### config.mk
export PLATFORM = sky130hd
export DESIGN_NAME = dram_command_pin_decode
export DESIGN_NICKNAME = d
export VERILOG_FILES = /design/src/include/dram_pin_pkg.sv /design/src/core/pin_sync.sv /design/src/core/stream_fifo.sv /design/src/core/dram_command_pin_decode.sv
export VERILOG_INCLUDE_DIRS = /design/src /design/src/include
export SDC_FILE = /design/constraint.sdc
export NUM_CORES = 1
export LEC_CHECK = 0
export ABC_AREA = 1
export BUFFER_PORTS_ARGS = -buffer_cell sky130_fd_sc_hd__buf_2
export CORE_MARGIN = 1
export CORE_UTILIZATION = 60
export CTS_CLUSTER_DIAMETER = 30
export DETAILED_ROUTE_END_ITERATION = 8
export PLACE_DENSITY = 0.91
export SETUP_SLACK_MARGIN = 0.4
export SLEW_MARGIN = 20
export SYNTH_ARGS = -nofsm -noshare
export SYNTH_HDL_FRONTEND = slang
export SYNTH_HIERARCHICAL = 1
export SYNTH_SLANG_ARGS = --single-unit
export TNS_END_PERCENT = 20
### constraint.sdc
create_clock -name sys_clk -period 16 [get_ports sys_clk]
set_input_delay 3.2 -clock sys_clk [delete_from_list [all_inputs] [get_ports sys_clk]]
set_output_delay 3.2 -clock sys_clk [all_outputs]
set_load 0.02 [all_outputs]
### src/include/dram_pin_map.svh
// offsets, field positions, codes and counts of the command pin decoder
`ifndef DRAM_PIN_MAP_SVH
`define DRAM_PIN_MAP_SVH

// ----------------------------------------------------------------
// command codes on {row, column, write} strobes
// ----------------------------------------------------------------
`define CMD_MODE_WRITE 3'h0
`define CMD_REFRESH 3'h1
`define CMD_PRECHARGE 3'h2
`define CMD_ACTIVATE 3'h3
`define CMD_WRITE 3'h4
`define CMD_READ 3'h5

// ----------------------------------------------------------------
// mode register selection by bank_select
// ----------------------------------------------------------------
`define MR_ZERO_SEL 3'h0
`define MR_ONE_SEL 3'h1
`define MR_TWO_SEL 3'h2

// ----------------------------------------------------------------
// mode register fields
// ----------------------------------------------------------------
`define MR0_BURST_LSB 0
`define MR0_BURST_OTF 2'h1
`define MR0_BURST_CHOP 2'h2
`define MR1_TSTROBE_BIT 11
`define MR1_RTT_B0 2
`define MR1_RTT_B1 6
`define MR1_RTT_B2 9
`define MR2_RTTWR_LSB 9
`define MR_RESET 15'h0000

// ----------------------------------------------------------------
// address fields and burst lengths
// ----------------------------------------------------------------
`define AUTO_CLOSE_BIT 10
`define BURST_HALVE_BIT 12
`define COL_WIDTH 10
`define BURST_FULL 4'h8
`define BURST_CHOPPED 4'h4
`define READ_BEATS_PER_EDGE 4'h2

`endif

### src/include/dram_pin_pkg.sv
// types shared by the command pin decoder
package dram_pin_pkg;

  typedef enum logic [3:0] {
    PWR_ON = 4'b0001,
    PWR_PD_PRE = 4'b0010,
    PWR_PD_ACT = 4'b0100,
    PWR_SREF = 4'b1000
  } power_state_e;

  typedef logic [14:0] addr_t;
  typedef logic [2:0] bank_t;

endpackage : dram_pin_pkg

### src/core/pin_sync.sv
// three-stage synchroniser with agreement filter and change pulse
`timescale 1ns/100ps
module pin_sync #(
  parameter int W = 1
) (
  // clock and reset
  input wire logic sys_clk,
  input wire logic rst_n,
  // raw pins
  input wire logic [W-1:0] pin,
  // filtered level and one-cycle change pulse
  output logic [W-1:0] lvl,
  output logic [W-1:0] chg
);

  logic [W-1:0] s1_q, s2_q, s3_q, lvl_q, lvl_d;

  // stage one feeds stage two only
  always_ff @(posedge sys_clk or negedge rst_n) begin
    if (!rst_n) begin
      s1_q <= '0;
      s2_q <= '0;
      s3_q <= '0;
      lvl_q <= '0;
    end else begin
      s1_q <= pin;
      s2_q <= s1_q;
      s3_q <= s2_q;
      lvl_q <= lvl_d;
    end
  end

  // a new level counts only once stages two and three agree
  genvar i;
  generate
    for (i = 0; i < W; i++) begin : g_bit
      always_comb begin
        lvl_d[i] = (s2_q[i] == s3_q[i]) ? s3_q[i] : lvl_q[i];
      end
    end
  endgenerate

  assign lvl = lvl_q;
  assign chg = lvl_q ^ lvl_d;

endmodule : pin_sync

### src/core/stream_fifo.sv
// flip-flop fifo with valid and ready on both sides
`timescale 1ns/100ps
module stream_fifo #(
  parameter int W = 21,
  parameter int DEPTH = 8
) (
  // clock and reset
  input wire logic sys_clk,
  input wire logic rst_n,
  // fill side
  input wire logic [W-1:0] in_data,
  input wire logic in_valid,
  output logic in_ready,
  // drain side
  output logic [W-1:0] out_data,
  output logic out_valid,
  input wire logic out_ready
);

  localparam int AW = $clog2(DEPTH);

  logic [W-1:0] mem_q [DEPTH];
  logic [AW:0] wr_q, wr_d, rd_q, rd_d;
  logic push, pop;

  assign in_ready = (wr_q - rd_q) != (AW + 1)'(DEPTH);
  assign out_valid = wr_q != rd_q;
  assign out_data = mem_q[rd_q[AW-1:0]];
  assign push = in_valid & in_ready;
  assign pop = out_valid & out_ready;

  always_comb begin
    wr_d = push ? wr_q + 1'b1 : wr_q;
    rd_d = pop ? rd_q + 1'b1 : rd_q;
  end

  always_ff @(posedge sys_clk or negedge rst_n) begin
    if (!rst_n) begin
      wr_q <= '0;
      rd_q <= '0;
    end else begin
      wr_q <= wr_d;
      rd_q <= rd_d;
    end
  end

  // storage is left unreset; the pointers alone define contents
  always_ff @(posedge sys_clk) begin
    if (push) begin
      mem_q[wr_q[AW-1:0]] <= in_data;
    end
  end

endmodule : stream_fifo

### src/core/dram_command_pin_decode.sv
// command, address and control pin decoder of the memory device
//
// Overview of operation
// - capture inputs when true clock rises and complement clock falls
// - clock gate high keeps clocks, buffers, drivers on; low stops them
// - gate low: idle banks give precharge power-down or self-refresh
// - gate rise exits self-refresh without a link clock edge
// - power-down keeps clock, termination, gate; self-refresh only gate
// - commands are ignored while rank select is registered high
// - row, column, write strobes with rank select encode the command
// - termination on data, strobes, mask; strobe_n only with A11 set
// - termination input ignored when disabled or in self-refresh
// - a write beat sampled with the mask high is not stored
// - mode register one bit A11 picks mask or termination strobe
// - bank select names the bank, or the mode register to write
// - row from ADDRESS_BUS, column from A0-A9, opcode at mode write
// - auto close flag at read or write closes bank afterwards
// - precharge closes named bank, or all when flag is high
// - burst halve low at read or write chops that burst
// - low async clear resets the device at once
// - clearing the device destroys stored contents
// - bursts carry eight beats, or four when chopped
// - per-command chop works only when on-the-fly is enabled
`timescale 1ns/100ps
`include "dram_pin_map.svh"
module dram_command_pin_decode #(
  parameter int FIFO_DEPTH = 8
) (
  // system clock and reset
  input wire logic sys_clk,
  input wire logic resetn,
  // link clock and control pins
  input wire logic clock_true,
  input wire logic clock_complement,
  input wire logic clk_gate_in,
  input wire logic rank_select_n,
  input wire logic row_strobe_n,
  input wire logic column_strobe_n,
  input wire logic write_strobe_n,
  input wire dram_pin_pkg::bank_t bank_select,
  input wire dram_pin_pkg::addr_t address_bus,
  input wire logic termination_enable,
  input wire logic async_clear_n,
  // data pins
  input wire logic [7:0] data_pins_in,
  output logic [7:0] data_pins_out,
  output logic data_pins_oe,
  input wire logic data_strobe,
  input wire logic data_strobe_n,
  input wire logic write_byte_mask,
  // termination state
  output logic term_data_on,
  output logic term_strobe_n_on,
  // write beat stream: {bank, column, data}
  output logic [20:0] beat_data,
  output logic beat_valid,
  input wire logic beat_ready,
  output logic beat_drop,
  // read data source
  input wire logic [7:0] read_beat,
  // status
  output dram_pin_pkg::power_state_e power_state,
  output logic [7:0] bank_open,
  output dram_pin_pkg::addr_t burst_row,
  output dram_pin_pkg::addr_t mode_reg_one,
  output dram_pin_pkg::addr_t mode_reg_two
);
  import dram_pin_pkg::*;

  // ----------------------------------------------------------------
  // reset and pin synchronisation
  // ----------------------------------------------------------------
  logic rst_n;
  // either reset clears everything, stored beats included
  assign rst_n = resetn & async_clear_n;

  localparam int SW = 37;
  logic [SW-1:0] raw, lvl, chg;
  assign raw = {clock_true, clock_complement, clk_gate_in, rank_select_n,
                row_strobe_n, column_strobe_n, write_strobe_n, bank_select,
                address_bus, termination_enable, data_strobe,
                data_strobe_n, write_byte_mask, data_pins_in};

  pin_sync #(.W(SW)) u_sync (
    .sys_clk(sys_clk),
    .rst_n(rst_n),
    .pin(raw),
    .lvl(lvl),
    .chg(chg)
  );

  logic ck_l, ckn_l, gate_l, cs_n_l, odt_l, dqs_l, dqsn_l, dm_l;
  logic [2:0] cmd;
  bank_t ba;
  addr_t addr;
  logic [7:0] dq;
  assign ck_l = lvl[36];
  assign ckn_l = lvl[35];
  assign gate_l = lvl[34];
  assign cs_n_l = lvl[33];
  assign cmd = lvl[32:30];
  assign ba = lvl[29:27];
  assign addr = lvl[26:12];
  assign odt_l = lvl[11];
  assign dqs_l = lvl[10];
  assign dqsn_l = lvl[9];
  assign dm_l = lvl[8];
  assign dq = lvl[7:0];

  // ----------------------------------------------------------------
  // edges and command qualification
  // ----------------------------------------------------------------
  logic link_edge, strobe_edge, cmd_on, act_cmd;
  // the filtered levels still hold the old values while chg pulses
  assign link_edge = chg[36] & ~ck_l & ckn_l;
  // both strobe edges count, only with the pair in opposite states
  assign strobe_edge = chg[10] & (dqs_l ^ dqsn_l);

  // ----------------------------------------------------------------
  // register state
  // ----------------------------------------------------------------
  power_state_e pwr_q, pwr_d;
  addr_t mr0_q, mr0_d, mr1_q, mr1_d, mr2_q, mr2_d;
  logic [7:0] open_q, open_d;
  addr_t row_q [8];
  addr_t row_d [8];
  logic [3:0] left_q, left_d;
  logic wr_q, wr_d, close_q, close_d, odt_q, odt_d, drop_q, drop_d;
  bank_t bk_q, bk_d;
  logic [`COL_WIDTH-1:0] col_q, col_d;
  addr_t brow_q, brow_d;
  logic [7:0] dout_q, dout_d;
  logic oe_q, oe_d;
  logic push, fifo_ready;

  // termination may act only when a mode register enables it
  function automatic logic term_allowed(input addr_t m1, input addr_t m2);
    term_allowed = m1[`MR1_RTT_B0] | m1[`MR1_RTT_B1] | m1[`MR1_RTT_B2] |
                   (|m2[`MR2_RTTWR_LSB +: 2]);
  endfunction : term_allowed

  // commands are taken only at a link edge, running, with gate high
  assign cmd_on = link_edge & (pwr_q == PWR_ON) & gate_l;
  assign act_cmd = cmd_on & ~cs_n_l;

  // ----------------------------------------------------------------
  // power state
  // ----------------------------------------------------------------
  always_comb begin
    pwr_d = pwr_q;
    unique case (pwr_q)
      PWR_ON: begin
        if (link_edge && !gate_l) begin
          if (|open_q) begin
            pwr_d = PWR_PD_ACT;
          end else if (!cs_n_l && cmd == `CMD_REFRESH) begin
            pwr_d = PWR_SREF;
          end else begin
            pwr_d = PWR_PD_PRE;
          end
        end
      end
      PWR_PD_PRE, PWR_PD_ACT: begin
        if (link_edge && gate_l) begin
          pwr_d = PWR_ON;
        end
      end
      PWR_SREF: begin
        // exit follows the gate alone; the link clock may be stopped
        if (gate_l) begin
          pwr_d = PWR_ON;
        end
      end
      default: pwr_d = PWR_ON;
    endcase
  end

  // ----------------------------------------------------------------
  // command decode, banks and bursts
  // ----------------------------------------------------------------
  always_comb begin
    mr0_d = mr0_q;
    mr1_d = mr1_q;
    mr2_d = mr2_q;
    open_d = open_q;
    row_d = row_q;
    left_d = left_q;
    wr_d = wr_q;
    close_d = close_q;
    bk_d = bk_q;
    col_d = col_q;
    brow_d = brow_q;
    odt_d = odt_q;
    drop_d = drop_q;
    push = 1'b0;
    // termination is sampled in power-down too, never in self-refresh
    if (link_edge && pwr_q != PWR_SREF) begin
      odt_d = odt_l;
    end
    if (act_cmd) begin
      unique case (cmd)
        `CMD_MODE_WRITE: begin
          if (ba == `MR_ZERO_SEL) mr0_d = addr;
          if (ba == `MR_ONE_SEL) mr1_d = addr;
          if (ba == `MR_TWO_SEL) mr2_d = addr;
        end
        `CMD_ACTIVATE: begin
          open_d[ba] = 1'b1;
          row_d[ba] = addr;
        end
        `CMD_PRECHARGE: begin
          if (addr[`AUTO_CLOSE_BIT]) begin
            open_d = '0;
          end else begin
            open_d[ba] = 1'b0;
          end
        end
        `CMD_WRITE, `CMD_READ: begin
          wr_d = cmd == `CMD_WRITE;
          bk_d = ba;
          col_d = addr[`COL_WIDTH-1:0];
          brow_d = row_q[ba];
          close_d = addr[`AUTO_CLOSE_BIT];
          left_d = `BURST_FULL;
          if (mr0_q[`MR0_BURST_LSB +: 2] == `MR0_BURST_CHOP) begin
            left_d = `BURST_CHOPPED;
          end else if (mr0_q[`MR0_BURST_LSB +: 2] == `MR0_BURST_OTF &&
                       !addr[`BURST_HALVE_BIT]) begin
            left_d = `BURST_CHOPPED;
          end
        end
        default: begin
        end
      endcase
    end else if (left_q != 4'h0) begin
      // write inputs are dead once the clock gate has stopped the device
      if (wr_q && strobe_edge && pwr_q == PWR_ON) begin
        left_d = left_q - 4'h1;
        col_d = col_q + 1'b1;
        // the mask pin means mask only while the strobe function is off
        push = !(dm_l && !mr1_q[`MR1_TSTROBE_BIT]);
      end else if (!wr_q && link_edge) begin
        left_d = left_q - `READ_BEATS_PER_EDGE;
      end
      if (left_d == 4'h0 && close_q) begin
        open_d[bk_q] = 1'b0;
      end
    end
    // the pins cannot be stalled, so a full fifo loses the beat
    if (push && !fifo_ready) begin
      drop_d = 1'b1;
    end
  end

  // ----------------------------------------------------------------
  // read data drivers
  // ----------------------------------------------------------------
  always_comb begin
    oe_d = !wr_q && left_q != 4'h0 && pwr_q == PWR_ON && gate_l;
    dout_d = link_edge ? read_beat : dout_q;
  end

  // ----------------------------------------------------------------
  // registers
  // ----------------------------------------------------------------
  always_ff @(posedge sys_clk or negedge rst_n) begin
    if (!rst_n) begin
      pwr_q <= PWR_ON;
      mr0_q <= `MR_RESET;
      mr1_q <= `MR_RESET;
      mr2_q <= `MR_RESET;
      open_q <= '0;
      row_q <= '{default: '0};
      left_q <= '0;
      wr_q <= 1'b0;
      close_q <= 1'b0;
      bk_q <= '0;
      col_q <= '0;
      brow_q <= '0;
      odt_q <= 1'b0;
      drop_q <= 1'b0;
      oe_q <= 1'b0;
      dout_q <= '0;
    end else begin
      pwr_q <= pwr_d;
      mr0_q <= mr0_d;
      mr1_q <= mr1_d;
      mr2_q <= mr2_d;
      open_q <= open_d;
      row_q <= row_d;
      left_q <= left_d;
      wr_q <= wr_d;
      close_q <= close_d;
      bk_q <= bk_d;
      col_q <= col_d;
      brow_q <= brow_d;
      odt_q <= odt_d;
      drop_q <= drop_d;
      oe_q <= oe_d;
      dout_q <= dout_d;
    end
  end

  // ----------------------------------------------------------------
  // beat buffer
  // ----------------------------------------------------------------
  stream_fifo #(.W(21), .DEPTH(FIFO_DEPTH)) u_fifo (
    .sys_clk(sys_clk),
    .rst_n(rst_n),
    .in_data({bk_q, col_q, dq}),
    .in_valid(push),
    .in_ready(fifo_ready),
    .out_data(beat_data),
    .out_valid(beat_valid),
    .out_ready(beat_ready)
  );

  // ----------------------------------------------------------------
  // outputs
  // ----------------------------------------------------------------
  always_comb begin
    term_data_on = odt_q && pwr_q != PWR_SREF &&
                   term_allowed(mr1_q, mr2_q);
    term_strobe_n_on = term_data_on && mr1_q[`MR1_TSTROBE_BIT];
  end

  assign data_pins_out = dout_q;
  assign data_pins_oe = oe_q;
  assign beat_drop = drop_q;
  assign power_state = pwr_q;
  assign bank_open = open_q;
  assign burst_row = brow_q;
  assign mode_reg_one = mr1_q;
  assign mode_reg_two = mr2_q;

endmodule : dram_command_pin_decode

* Word-level counts from Yosys, hierarchy flattened
Memories as Yosys holds them, arrays and structs flattened.
Index checks and enable logic that the tools add are counted.
** Storage, ports and cells
- Memories kept :: 1
- Bits in registers :: 365
- Word-level logic and storage cells :: 245
- Memory bits (writable) :: 168
** Operators by class
- Add/sub/neg operators :: 6
- $lt $le $gt $ge :: 6
- Muxes and demuxes :: 76
- Equality and inequality tests :: 58
- Bitwise gates (word level) :: 22
- Reduce and logical (&&, ||, !) cells :: 47
** Memory list
- u_fifo.mem_q :: depth 8, bits a word 21, read ports 1, clocked after memory_dff 0, wr ports 1, line stream_fifo.sv:22 : logic [W-1:0] mem_q [DEPTH];
** Operator list (number)
- $bwmux 120 :: 1
- $mux 4 :: 14
- $bmux 15 s3 :: 1
- $demux 15 s3 :: 1
- $mux 15 :: 3
- $mux 1 :: 44
- $mux 10 :: 4
- $eq 1x1->1 :: 37
- $xor 37x37->37 :: 1
- $mux 8 :: 4
- $logic_and 1x1->1 :: 20
- $reduce_and 3->1 :: 6
- $and 8x8->8 :: 2
- $not 8->8 :: 2
- $pmux 8 s2 :: 1
- $pmux 4 s3 :: 1
- $add 10x1->10 const B :: 1
- $and 1x1->1 :: 9
- $eq 3x2->1 const B :: 3
- $add 4x1->4 const B :: 2
- $lt 3x4->1 const B :: 2
- $ne 4x4->1 const B :: 2
- $or 8x8->8 :: 1
- $reduce_or 8->1 :: 1
- other kinds (30) :: 52

* Logic depth before layout (Yosys ltp)
Gate-level depths: netlist (run 1).
- Depth after elaboration :: 15
- Depth in mapped cells :: 16
- Mapped depth without buffers :: 16

* Modules after synthesis
Netlist (run 1), hierarchy kept.
** Modules (own cells, without submodules)
- dram_command_pin_decode :: area each 9683.0 um^2, cells each 1089, times used 1
- stream_fifo :: area each 7085.5 um^2, cells each 561, times used 1
- pin_sync :: area each 5083.6 um^2, cells each 479, times used 1

* Worst setup path after synthesis (run 1)
No wires, ideal clock.
- Path kind :: reg-to-output
- From :: reg pwr_q[2], in the netlist power_state[2]
- To :: out term_strobe_n_on
- Buffers on the path :: 0
- Arrival :: 1.450 ns
- Required time :: 12.800 ns
- Path slack :: 11.350 ns
- Cell stages (with the launch flop) :: 5
- Cells stage by stage :: dfrtp_1 -> inv_1 -> nand2_1 -> nor3_1 -> nor4_1
** On the way
- Cells in the longest elaborated chain, start to end :: 4
** Ends and longest elaborated chain
- start: declaration :: line dram_command_pin_decode.sv:122 : power_state_e pwr_q, pwr_d;
- start signal: assignment :: line dram_command_pin_decode.sv:285 : pwr_q <= pwr_d;
- $ne 4x4->1 :: line dram_command_pin_decode.sv:322 : term_data_on = odt_q && pwr_q != PWR_SREF &&
- $logic_and 1x1->1 (2 in series) :: line dram_command_pin_decode.sv:322
- $logic_and 1x1->1 :: line dram_command_pin_decode.sv:324 : term_strobe_n_on = term_data_on && mr1_q[`MR1_TSTROBE_BIT];
- end: declaration :: line dram_command_pin_decode.sv:53 : output logic term_strobe_n_on,
No other way between the ends.

* Worst setup path after layout (run 1)
- From :: reg u_fifo.rd_q[0]
- To :: out beat_data[12]
** On the way
- Cells in the longest elaborated chain, start to end :: 1
** Ends and longest elaborated chain
- start: declaration :: line stream_fifo.sv:23 : logic [AW:0] wr_q, wr_d, rd_q, rd_d;
- start signal: assignment :: line stream_fifo.sv:43 : rd_q <= rd_d;
- $mem_v2 8x21
- end: declaration :: line dram_command_pin_decode.sv:55 : output logic [20:0] beat_data,
No other way between the ends.

==> impl_metrics.py, run 1 <==
metrics = {
    "die": {
        "floorplan.core_area_um2": 34600,
        "die_width_um": 190,
        "floorplan.initialDensity_pct": 61.0,
        "num_io_pins": 140,
        "dieArea_um2": 35900,
        "core.rowCount": 68,
        "die_span_y_um": 190,
    },
    "route": {
        "detail_route.iter0.violations": 1718,
        "post_drt_via_cell_ratio": 5.97,
        "antenna_left": 0,
        "route.vias.total": 15814,
        "wl_mm": 53.1,
        "remaining_drc_errors": 0,
        "detail_route.wl_per_cell_um": 20.0,
        "drt-pass1-iter-count": 7,
    },
    "timing": {
        "setup_viol_count_final": 0,
        "max_clock_freq_mhz": 171,
        "final-max-slew-violation-count": 0,
        "fin_tns_setup_ns": 0,
        "finalCritPeriodShare_pct": 36.6,
        "timing_worst_slew_pin_value_ns": 1.18,
        "timing.final.hold_violations": 0,
        "period_minus_slack_ns": 5.85,
        "grt_setup_unrepaired": "no",
        "timing.hold.ws_ns": 0.344,
        "max_slew_margin_pct": 21.3,
        "skew_ns": 0.0181,
    },
    "synthesis": {
        "synth.net_count": 2015,
        "syn-mean-instance-area_um2": 10.8,
        "ys.warnings.count": 6,
        "netlist_area_um2": 21100,
        "synthCells": 1956,
    },
    "global_routing": {
        "grt_start_max_net_pins": 187,
        "globalRouteTotalUtil_pct": 30.1,
        "grt_antenna_before_repair": 2,
        "grt_pass1_vias": 16408,
        "grt_remaining_overflow": 0,
        "grt_pass1_wl_mm": 83.5,
    },
    "setup_path": {
        "cp-start-kind": "flop",
        "stage_delay_of_the_slowest_cell_on_the_critical_path_ns": 0.68,
        "crit_path_max_fanout": 87,
        "most_used_cell_cp": "nand2_1",
        "critical_path_arrival_ns": 2.65,
        "reg2regPathDepth": 14,
        "crit_type": "flop to output pin",
        "worstPathRequired_ns": 12.80,
        "r2r-end": "u_fifo/mem_q[7][6]",
        "cp_cell_sequence": "buf_4 -> o21ai_0 -> o22ai_1 -> nand2_1 -> nand2_1 -> buf_2",
        "worst_setup_path_end_kind": "output pin",
        "rrSetupSlack_ns": 12.13,
        "slowest_stage": "buf_4",
        "critical_r2r_launch": "u_sync/lvl[36]",
    },
    "cts": {
        "ctsResizeCount": 0,
        "clock_tree_from_tritoncts": "built",
        "tritoncts_num_sinks": 533,
        "postCtsSetupRepairBufs": 0,
        "numCtsBuffers": 89,
        "post_cts_hold_buffer_count": 0,
        "clk_pin_slew_worst_paths_ns": 0.05,
        "h-tree-depth": 3,
        "cts-root-to-sink-buffers": 3,
        "clockRootBuffer": "clkbuf_16",
        "clock_insertion_delay_worst_skew_ns": 0.60,
    },
    "place": {
        "io_buffer_count": 139,
        "place_congestion": 0.862,
        "detailed_place_hpwl_mm": 28.8,
    },
    "min_path": {
        "whs_endpoint": "u_sync/s2_q[11]",
        "min_delay_path_depth": 0,
        "hold_path.class": "flop to flop",
        "worst_hold_startpoint": "u_sync/s1_q[11]",
    },
    "power": {
        "power_density_nw_per_um2": 168,
        "power_leakage_uw": 0.0115,
        "worst_ir_drop_vdd_v": 0.000117,
    },
    "finish": {
        "design.final.nets": 2172,
        "n_fill_cell": 2118,
        "area_growth_pct": 18.5,
        "layout-drive-gt1-share_pct": 17.3,
    },
    "outcome": {
        "run_status": "finished clean",
    },
    "flow_run": {
        "timing.max_cap.violations": 0,
    },
}
## power breakdown
group          switching (µW)  total [µW]  internal (µW)  leakage [µW]
Clock                     683        1950           1260       0.00153
Sequential               75.4        1550           1480       0.00646
Combinational             495         696            200       0.00352
## worst max path at each step
stage / from / endpoint / slack (ns) / cells after the start
floorplan: resetn / bank_open[0] / 2.66 / 2
global placement: u_fifo/rd_q[0] / beat_data[6] / 10.79 / 6
detailed placement: u_fifo/rd_q[2] / beat_valid / 10.93 / 4
CTS: u_fifo/rd_q[0] / beat_data[12] / 10.19 / 6
global route: u_fifo/rd_q[0] / beat_data[12] / 10.06 / 6
finish: u_fifo/rd_q[0] / beat_data[12] / 10.15 / 6
## critical path: cells and delay by family, from the launching register on
family                 cells  cell delay, ns
AOI/OAI and AO/OA          2            0.56
and+or+nand+nor            2            0.23
DFF                        1            0.40
buffers and inverters      2            0.85
## routing by layer
| metal | wire (µm) | global-route usage (%) | share of wire [%] | vias up |
|---|---|---|---|---|
| li1 | - | - | - | 6947 |
| met4 | 2280 | 16.8 | 4.3 | 0 |
| met5 | 0 | 0 | 0 | - |
| met1 | 19000 | 35.1 | 36 | 7675 |
| met2 | 26600 | 50.7 | 50 | 976 |
| met3 | 5090 | 7.91 | 9.6 | 216 |
## flip-flops by register name (all words and copies together), names as in the netlist
name and flops:
bank_open 8, beat_drop 1, bk_q 3, burst_row 15, close_q 1, col_q 10
data_pins_oe 1, data_pins_out 8, left_q 4, mode_reg_one 15, mode_reg_two 15, mr0_q 2
odt_q 1, power_state 4, row_q 120, u_fifo/mem_q 168, u_fifo/rd_q 4, u_fifo/wr_q 4
u_sync/lvl 37, u_sync/s1_q 37, u_sync/s2_q 37, u_sync/s3_q 37, wr_q 1
## final cells by class
| cell class | instances | area, µm² | area share [%] |
|---|---|---|---|
| inverter | 119 | 457 | 1.82 |
| clock buffer | 109 | 2440 | 9.76 |
| antenna | 3 | 7.51 | 0.0300 |
| timing repair buffer | 153 | 813 | 3.25 |
| sequential | 533 | 14200 | 56.7 |
| tap | 455 | 569 | 2.27 |
| clock inverter | 58 | 689 | 2.75 |
| multi-input combinational | 1217 | 5870 | 23.5 |
## cells in the final DEF, fill, tap and decap left out, drive strengths merged, types with 6 or more instances in the layout
| cell | instances |
|---|---|
| a21oi | 49 |
| a221oi | 8 |
| a22o | 6 |
| a22oi | 11 |
| buf | 153 |
| bufinv | 10 |
| clkbuf | 109 |
| clkinv | 29 |
| clkinvlp | 7 |
| dfrtp | 364 |
| edfxtp | 168 |
| ha | 10 |
| inv | 131 |
| nand2 | 515 |
| nand3 | 53 |
| nand4 | 17 |
| nor2 | 168 |
| nor3 | 11 |
| o21ai | 290 |
| o22ai | 42 |
| o311ai | 7 |
| xor2 | 8 |
## metrics by stage
step / power [µW] / instance area [µm²] / instances / util, % / setup WS, ns
after global routing: 4340 / 25000 / 2645 / 72.3 / 10.06
after detailed placement: 2230 / 21900 / 2477 / 63.2 / 10.93
after global placement: 2200 / 21900 / 2477 / 63.2 / 10.79
after CTS: 4200 / 25000 / 2644 / 72.3 / 10.19
after floorplan: 2050 / 21100 / 1956 / - / 2.66
final: 4190 / 25000 / 2647 / 72.3 / 10.15
(Power assumes the default switching activity.)
==> run 2: changes to the inputs <==
- ABC_AREA: 1 -> 0
- clock period: 16 -> 5.8 ns (I/O delays scaled with it)
==> impl_metrics.py, run 2 <==
metrics = {
    "outcome": {
        "run_status": "finished clean",
    },
    "setup_path": {
        "crit_path_max_fanout": 29,
        "cp_cell_sequence": "buf_4 -> mux4_2 -> nand2_1 -> nand2_1 -> buf_2",
        "worst_setup_path_end_kind": "output pin",
        "crit_type": "flop to output pin",
        "critical_path.top_delay_family": "flip-flops",
        "worstPathRequired_ns": 4.64,
        "stage_delay_of_the_slowest_cell_on_the_critical_path_ns": 0.98,
        "critical_path_arrival_ns": 3.15,
        "cp.buffers_inverters": 2,
        "most_used_cell_cp": "nand2_1",
        "slowest_stage": "dfrtp_2",
        "cp-start-kind": "flop",
    },
    "route": {
        "route.vias.total": 13079,
        "drt-pass1-iter-count": 6,
        "detail_route.wl_per_cell_um": 25.9,
        "antenna_left": 0,
        "remaining_drc_errors": 0,
        "post_drt_via_cell_ratio": 6.45,
        "detail_route.iter0.violations": 1221,
        "wl_mm": 52.4,
    },
    "power": {
        "cellInternalPower_uw": 8270,
        "power_leakage_uw": 0.0114,
        "power_frac_comb_pct": 11.6,
        "clkPwrFrac_pct": 50.3,
        "power_density_nw_per_um2": 453,
        "swShare_pct": 27.2,
        "p_seq_share_pct": 38.1,
        "reported_net_switching_power_uw": 3080,
        "worst_ir_drop_vdd_v": 0.000478,
    },
    "global_routing": {
        "grt_antenna_before_repair": 1,
        "globalRouteTotalUtil_pct": 30.9,
        "grt_remaining_overflow": 0,
        "grt_pass1_vias": 13931,
        "grt_pass1_wl_mm": 81.1,
        "grt_start_max_net_pins": 125,
    },
    "place": {
        "io_buffer_count": 139,
        "detailed_place_hpwl_mm": 27.4,
        "place_congestion": 0.836,
    },
    "die": {
        "core.rowCount": 67,
        "num_io_pins": 140,
        "floorplan.initialDensity_pct": 61.0,
        "floorplan.core_area_um2": 33500,
        "die_width_um": 187,
        "die_span_y_um": 187,
        "dieArea_um2": 34800,
    },
    "cts": {
        "cts-root-to-sink-buffers": 3,
        "post_cts_hold_buffer_count": 0,
        "clk_pin_slew_worst_paths_ns": 0.05,
        "clock_insertion_delay_worst_skew_ns": 0.61,
        "postCtsSetupRepairBufs": 0,
        "ctsResizeCount": 0,
        "tritoncts_num_sinks": 533,
        "h-tree-depth": 3,
        "clockRootBuffer": "clkbuf_16",
        "numCtsBuffers": 94,
        "clock_tree_from_tritoncts": "built",
    },
    "timing": {
        "timing_worst_slew_pin_value_ns": 1.17,
        "setup_viol_count_final": 0,
        "grt_setup_unrepaired": "no",
        "finalCritPeriodShare_pct": 74.2,
        "timing.final.hold_violations": 0,
        "fin_tns_setup_ns": 0,
        "skew_ns": 0.0247,
        "max_slew_margin_pct": 22.2,
        "timing.hold.ws_ns": 0.336,
        "final-max-slew-violation-count": 0,
        "period_minus_slack_ns": 4.31,
        "max_clock_freq_mhz": 232,
    },
    "finish": {
        "design.final.nets": 1559,
        "area_growth_pct": 22.3,
        "layout-drive-gt1-share_pct": 33.8,
        "n_fill_cell": 1795,
        "commonest_cells_after_routing_fill_and_taps_aside": "dfrtp_1, edfxtp_1, mux2_2, buf_2, nand2_1",
        "largest_register_ff_count": 168,
        "antenna_diode_instance_count": 0,
        "mostFrequentLayoutCell": "dfrtp_1",
    },
    "min_path": {
        "hold_path.class": "flop to flop",
    },
    "synthesis": {
        "netlist_area_um2": 20500,
        "synth.net_count": 1379,
        "synthCells": 1320,
        "syn-mean-instance-area_um2": 15.5,
        "ys.warnings.count": 6,
    },
    "flow_run": {
        "timing.max_cap.violations": 0,
    },
}
-- run 2: final cells by class --
class	count	area, µm²	area share (%)
clock buffer	112	2550	10.2
clock inverter	63	773	3.09
inverter	20	75.1	0.300
multi-input combinational	695	6010	24.0
sequential	533	14200	56.7
tap	448	561	2.24
timing repair buffer	156	881	3.52
-- run 2: worst paths after layout --
kind / from / slack [ns] / depth (start not counted) / end
setup / recovery: u_fifo/rd_q[0] / 1.49 / 5 / beat_data[14]
hold / removal: u_sync/s1_q[22] / 0.34 / 0 / u_sync/s2_q[22]
setup reg to reg: u_sync/s2_q[36] / 1.63 / 9 / col_q[4]
hold reg to reg: u_sync/s1_q[22] / 0.34 / 0 / u_sync/s2_q[22]
max in group asynchronous: resetn / 4.17 / 3 / u_fifo/rd_q[0]
min in group asynchronous: async_clear_n / 0.59 / 2 / row_q[11]
-- run 2: power groups by stage --
| stage | combinational [µW] | sequential (µW) | clock (µW) |
|---|---|---|---|
| after floorplan | 958 | 4250 | 0 |
| after global routing | 1410 | 4350 | 5920 |
| final | 1320 | 4330 | 5700 |
| after global placement | 1170 | 4360 | 0 |
| after CTS | 1310 | 4320 | 5750 |
| after detailed placement | 1230 | 4380 | 0 |
-- run 2: per-stage QoR --
stage	instances	area, µm²	util [%]	setup slack (ns)	power [µW]
4_1_cts	2026	25000	74.5	1.45	11400
2_1_floorplan	1320	20500	-	1.18	5210
5_1_grt	2027	25000	74.6	1.23	11700
3_3_place_gp	1851	21700	64.6	2.08	5530
3_5_place_dp	1851	21700	64.6	1.82	5610
6_report	2027	25000	74.6	1.49	11300
-- run 2: layer usage --
metal | part of all wire [%] | GRT usage (%)
met1 | 35 | 38.2
met2 | 52 | 51.4
met3 | 8.2 | 6.02
met4 | 4.6 | 17.2
met5 | 0.023 | 0
==> run 3: changes to the inputs <==
- ABC_AREA: 0 -> 1
- clock period: 5.8 -> 4.2 ns (I/O delays scaled with it)
==> impl_metrics.py, run 3 (synthesis gave the netlist of run 1 again) <==
metrics = {
    "outcome": {
        "run_status": "finished clean",
    },
    "cts": {
        "cts-root-to-sink-buffers": 3,
        "postCtsSetupRepairBufs": 0,
        "clk_pin_slew_worst_paths_ns": 0.05,
        "h-tree-depth": 3,
        "clock_insertion_delay_worst_skew_ns": 0.61,
        "post_cts_hold_buffer_count": 0,
        "tritoncts_num_sinks": 533,
        "clockRootBuffer": "clkbuf_16",
        "clock_tree_from_tritoncts": "built",
        "ctsResizeCount": 0,
        "numCtsBuffers": 94,
    },
    "route": {
        "route.vias.total": 15926,
        "post_drt_via_cell_ratio": 5.98,
        "detail_route.wl_per_cell_um": 20.0,
        "wl_mm": 53.2,
        "drt-pass1-iter-count": 6,
        "routed.top_layer": "met4",
        "detail_route.iter0.violations": 1829,
        "detailroute.wirelength.met2_mm": 26.5,
        "antenna_left": 0,
        "route.met3.wl_mm": 5.03,
        "remaining_drc_errors": 0,
        "routedLengthMet1_mm": 19.3,
    },
    "timing": {
        "finalCritPeriodShare_pct": 81.0,
        "max_slew_margin_pct": 24.8,
        "skew_ns": 0.0347,
        "max_clock_freq_mhz": 294,
        "timing.final.hold_violations": 0,
        "timing.hold.ws_ns": 0.334,
        "grt_setup_unrepaired": "no",
        "final-max-slew-violation-count": 0,
        "period_minus_slack_ns": 3.40,
        "timing_worst_slew_pin_value_ns": 1.12,
        "setup_viol_count_final": 0,
    },
    "finish": {
        "postLayoutCoreUtil_pct": 73.1,
        "layout-drive-gt1-share_pct": 17.7,
        "area_growth_pct": 19.9,
        "commonest_cells_after_routing_fill_and_taps_aside": "nand2_1, dfrtp_1, edfxtp_1, nor2_1, o21ai_0",
        "largest_register_ff_count": 168,
        "design.final.nets": 2186,
        "n_fill_cell": 2039,
        "mostFrequentLayoutCell": "nand2_1",
    },
    "global_routing": {
        "grt_pass1_vias": 16431,
        "grt_remaining_overflow": 0,
        "grt_pass1_wl_mm": 84.4,
        "grt_antenna_before_repair": 0,
        "globalRouteTotalUtil_pct": 30.3,
        "grt_start_max_net_pins": 90,
    },
    "die": {
        "floorplan.core_area_um2": 34600,
        "core.rowCount": 68,
        "dieArea_um2": 35900,
        "die_span_y_um": 190,
        "num_io_pins": 140,
        "die_width_um": 190,
        "floorplan.initialDensity_pct": 61.0,
    },
    "min_path": {
        "min_delay_path_depth": 1,
        "hold_path.class": "input pin to flop",
    },
    "power": {
        "power_density_nw_per_um2": 644,
        "worst_ir_drop_vdd_v": 0.000414,
        "power_leakage_uw": 0.0116,
    },
    "setup_path": {
        "crit_path_max_fanout": 45,
        "worst_setup_path_end_kind": "output pin",
        "worstPathRequired_ns": 3.36,
        "cp-start-kind": "flop",
        "critical_path_arrival_ns": 2.56,
        "crit_type": "flop to output pin",
        "reg2regPathDepth": 13,
    },
    "flow_run": {
        "timing.max_cap.violations": 0,
    },
    "place": {
        "io_buffer_count": 139,
        "detailed_place_hpwl_mm": 29.6,
        "place_congestion": 0.869,
    },
}
-- run 3: changes by cell type in the layout (fill, tap and decap cells not counted), sizes merged, moves of 13 or more --
cell	change
nand2	+376
o21ai	+267
mux2	-161
nor2	+142
inv	+89
mux4	-42
maj3	-36
nand3	+34
o22ai	+33
a21oi	+24
a22oi	-23
a21o	-15
a31oi	-13
-- run 3: critical path, cell delays in order (launching register included) --
cell     delay (ns)
dfrtp_2        0.40
inv_2          0.56
buf_12         0.29
o21ai_0        0.14
o22ai_1        0.24
nand2_1        0.10
nand2_1        0.07
buf_2          0.15
-- run 3: path summary, 6_finish.rpt --
kind | from | end | slack, ns
max in group asynchronous | resetn | u_sync/s1_q[7] | 2.91
max | u_fifo/rd_q[0] | beat_data[14] | 0.80
min | address_bus[11] | u_sync/s1_q[23] | 0.33
max reg2reg | u_sync/lvl[36] | u_fifo/mem_q[0][7] | 0.82
min in group asynchronous | async_clear_n | u_sync/s3_q[30] | 0.38
min reg2reg | u_sync/s1_q[17] | u_sync/s2_q[17] | 0.35
-- run 3: layer usage --
metal,up-vias,GRT usage [%]
met1,7783,36.3
li1,6971,-
met5,-,0
met3,210,6.88
met2,962,50.8
met4,0,17.3
-- run 3: metrics by stage --
stage               std cells  setup WS [ns]  setup TNS, ns  total power [µW]  cell area, µm²
CTS                      2662          0.818              0             16300           25300
detailed placement       2486           1.11              0              8590           22000
finish                   2664          0.797              0             16300           25300
global placement         2486           1.27              0              8440           22000
global route             2662          0.505              0             16900           25300
floorplan                1956          -1.57        -570.99              7830           21100
-- run 3: cell type report --
cell class / instances / area [µm²] / share of cell area [%]
multi-input combinational: 1217 / 5890 / 23.3
timing repair buffer: 162 / 931 / 3.68
inverter: 119 / 450 / 1.78
sequential: 533 / 14200 / 56.0
tap: 455 / 569 / 2.25
clock buffer: 120 / 2680 / 10.6
antenna: 2 / 5.00 / 0.0198
clock inverter: 56 / 607 / 2.40
-- run 3: where the power goes --
group	total [µW]	leakage, µW	switching [µW]	internal [µW]
clock	7680	0.00158	2690	5000
sequential	5890	0.00646	251	5630
combinational	2730	0.00358	1940	792
total	16300	0.0116	4880	11400
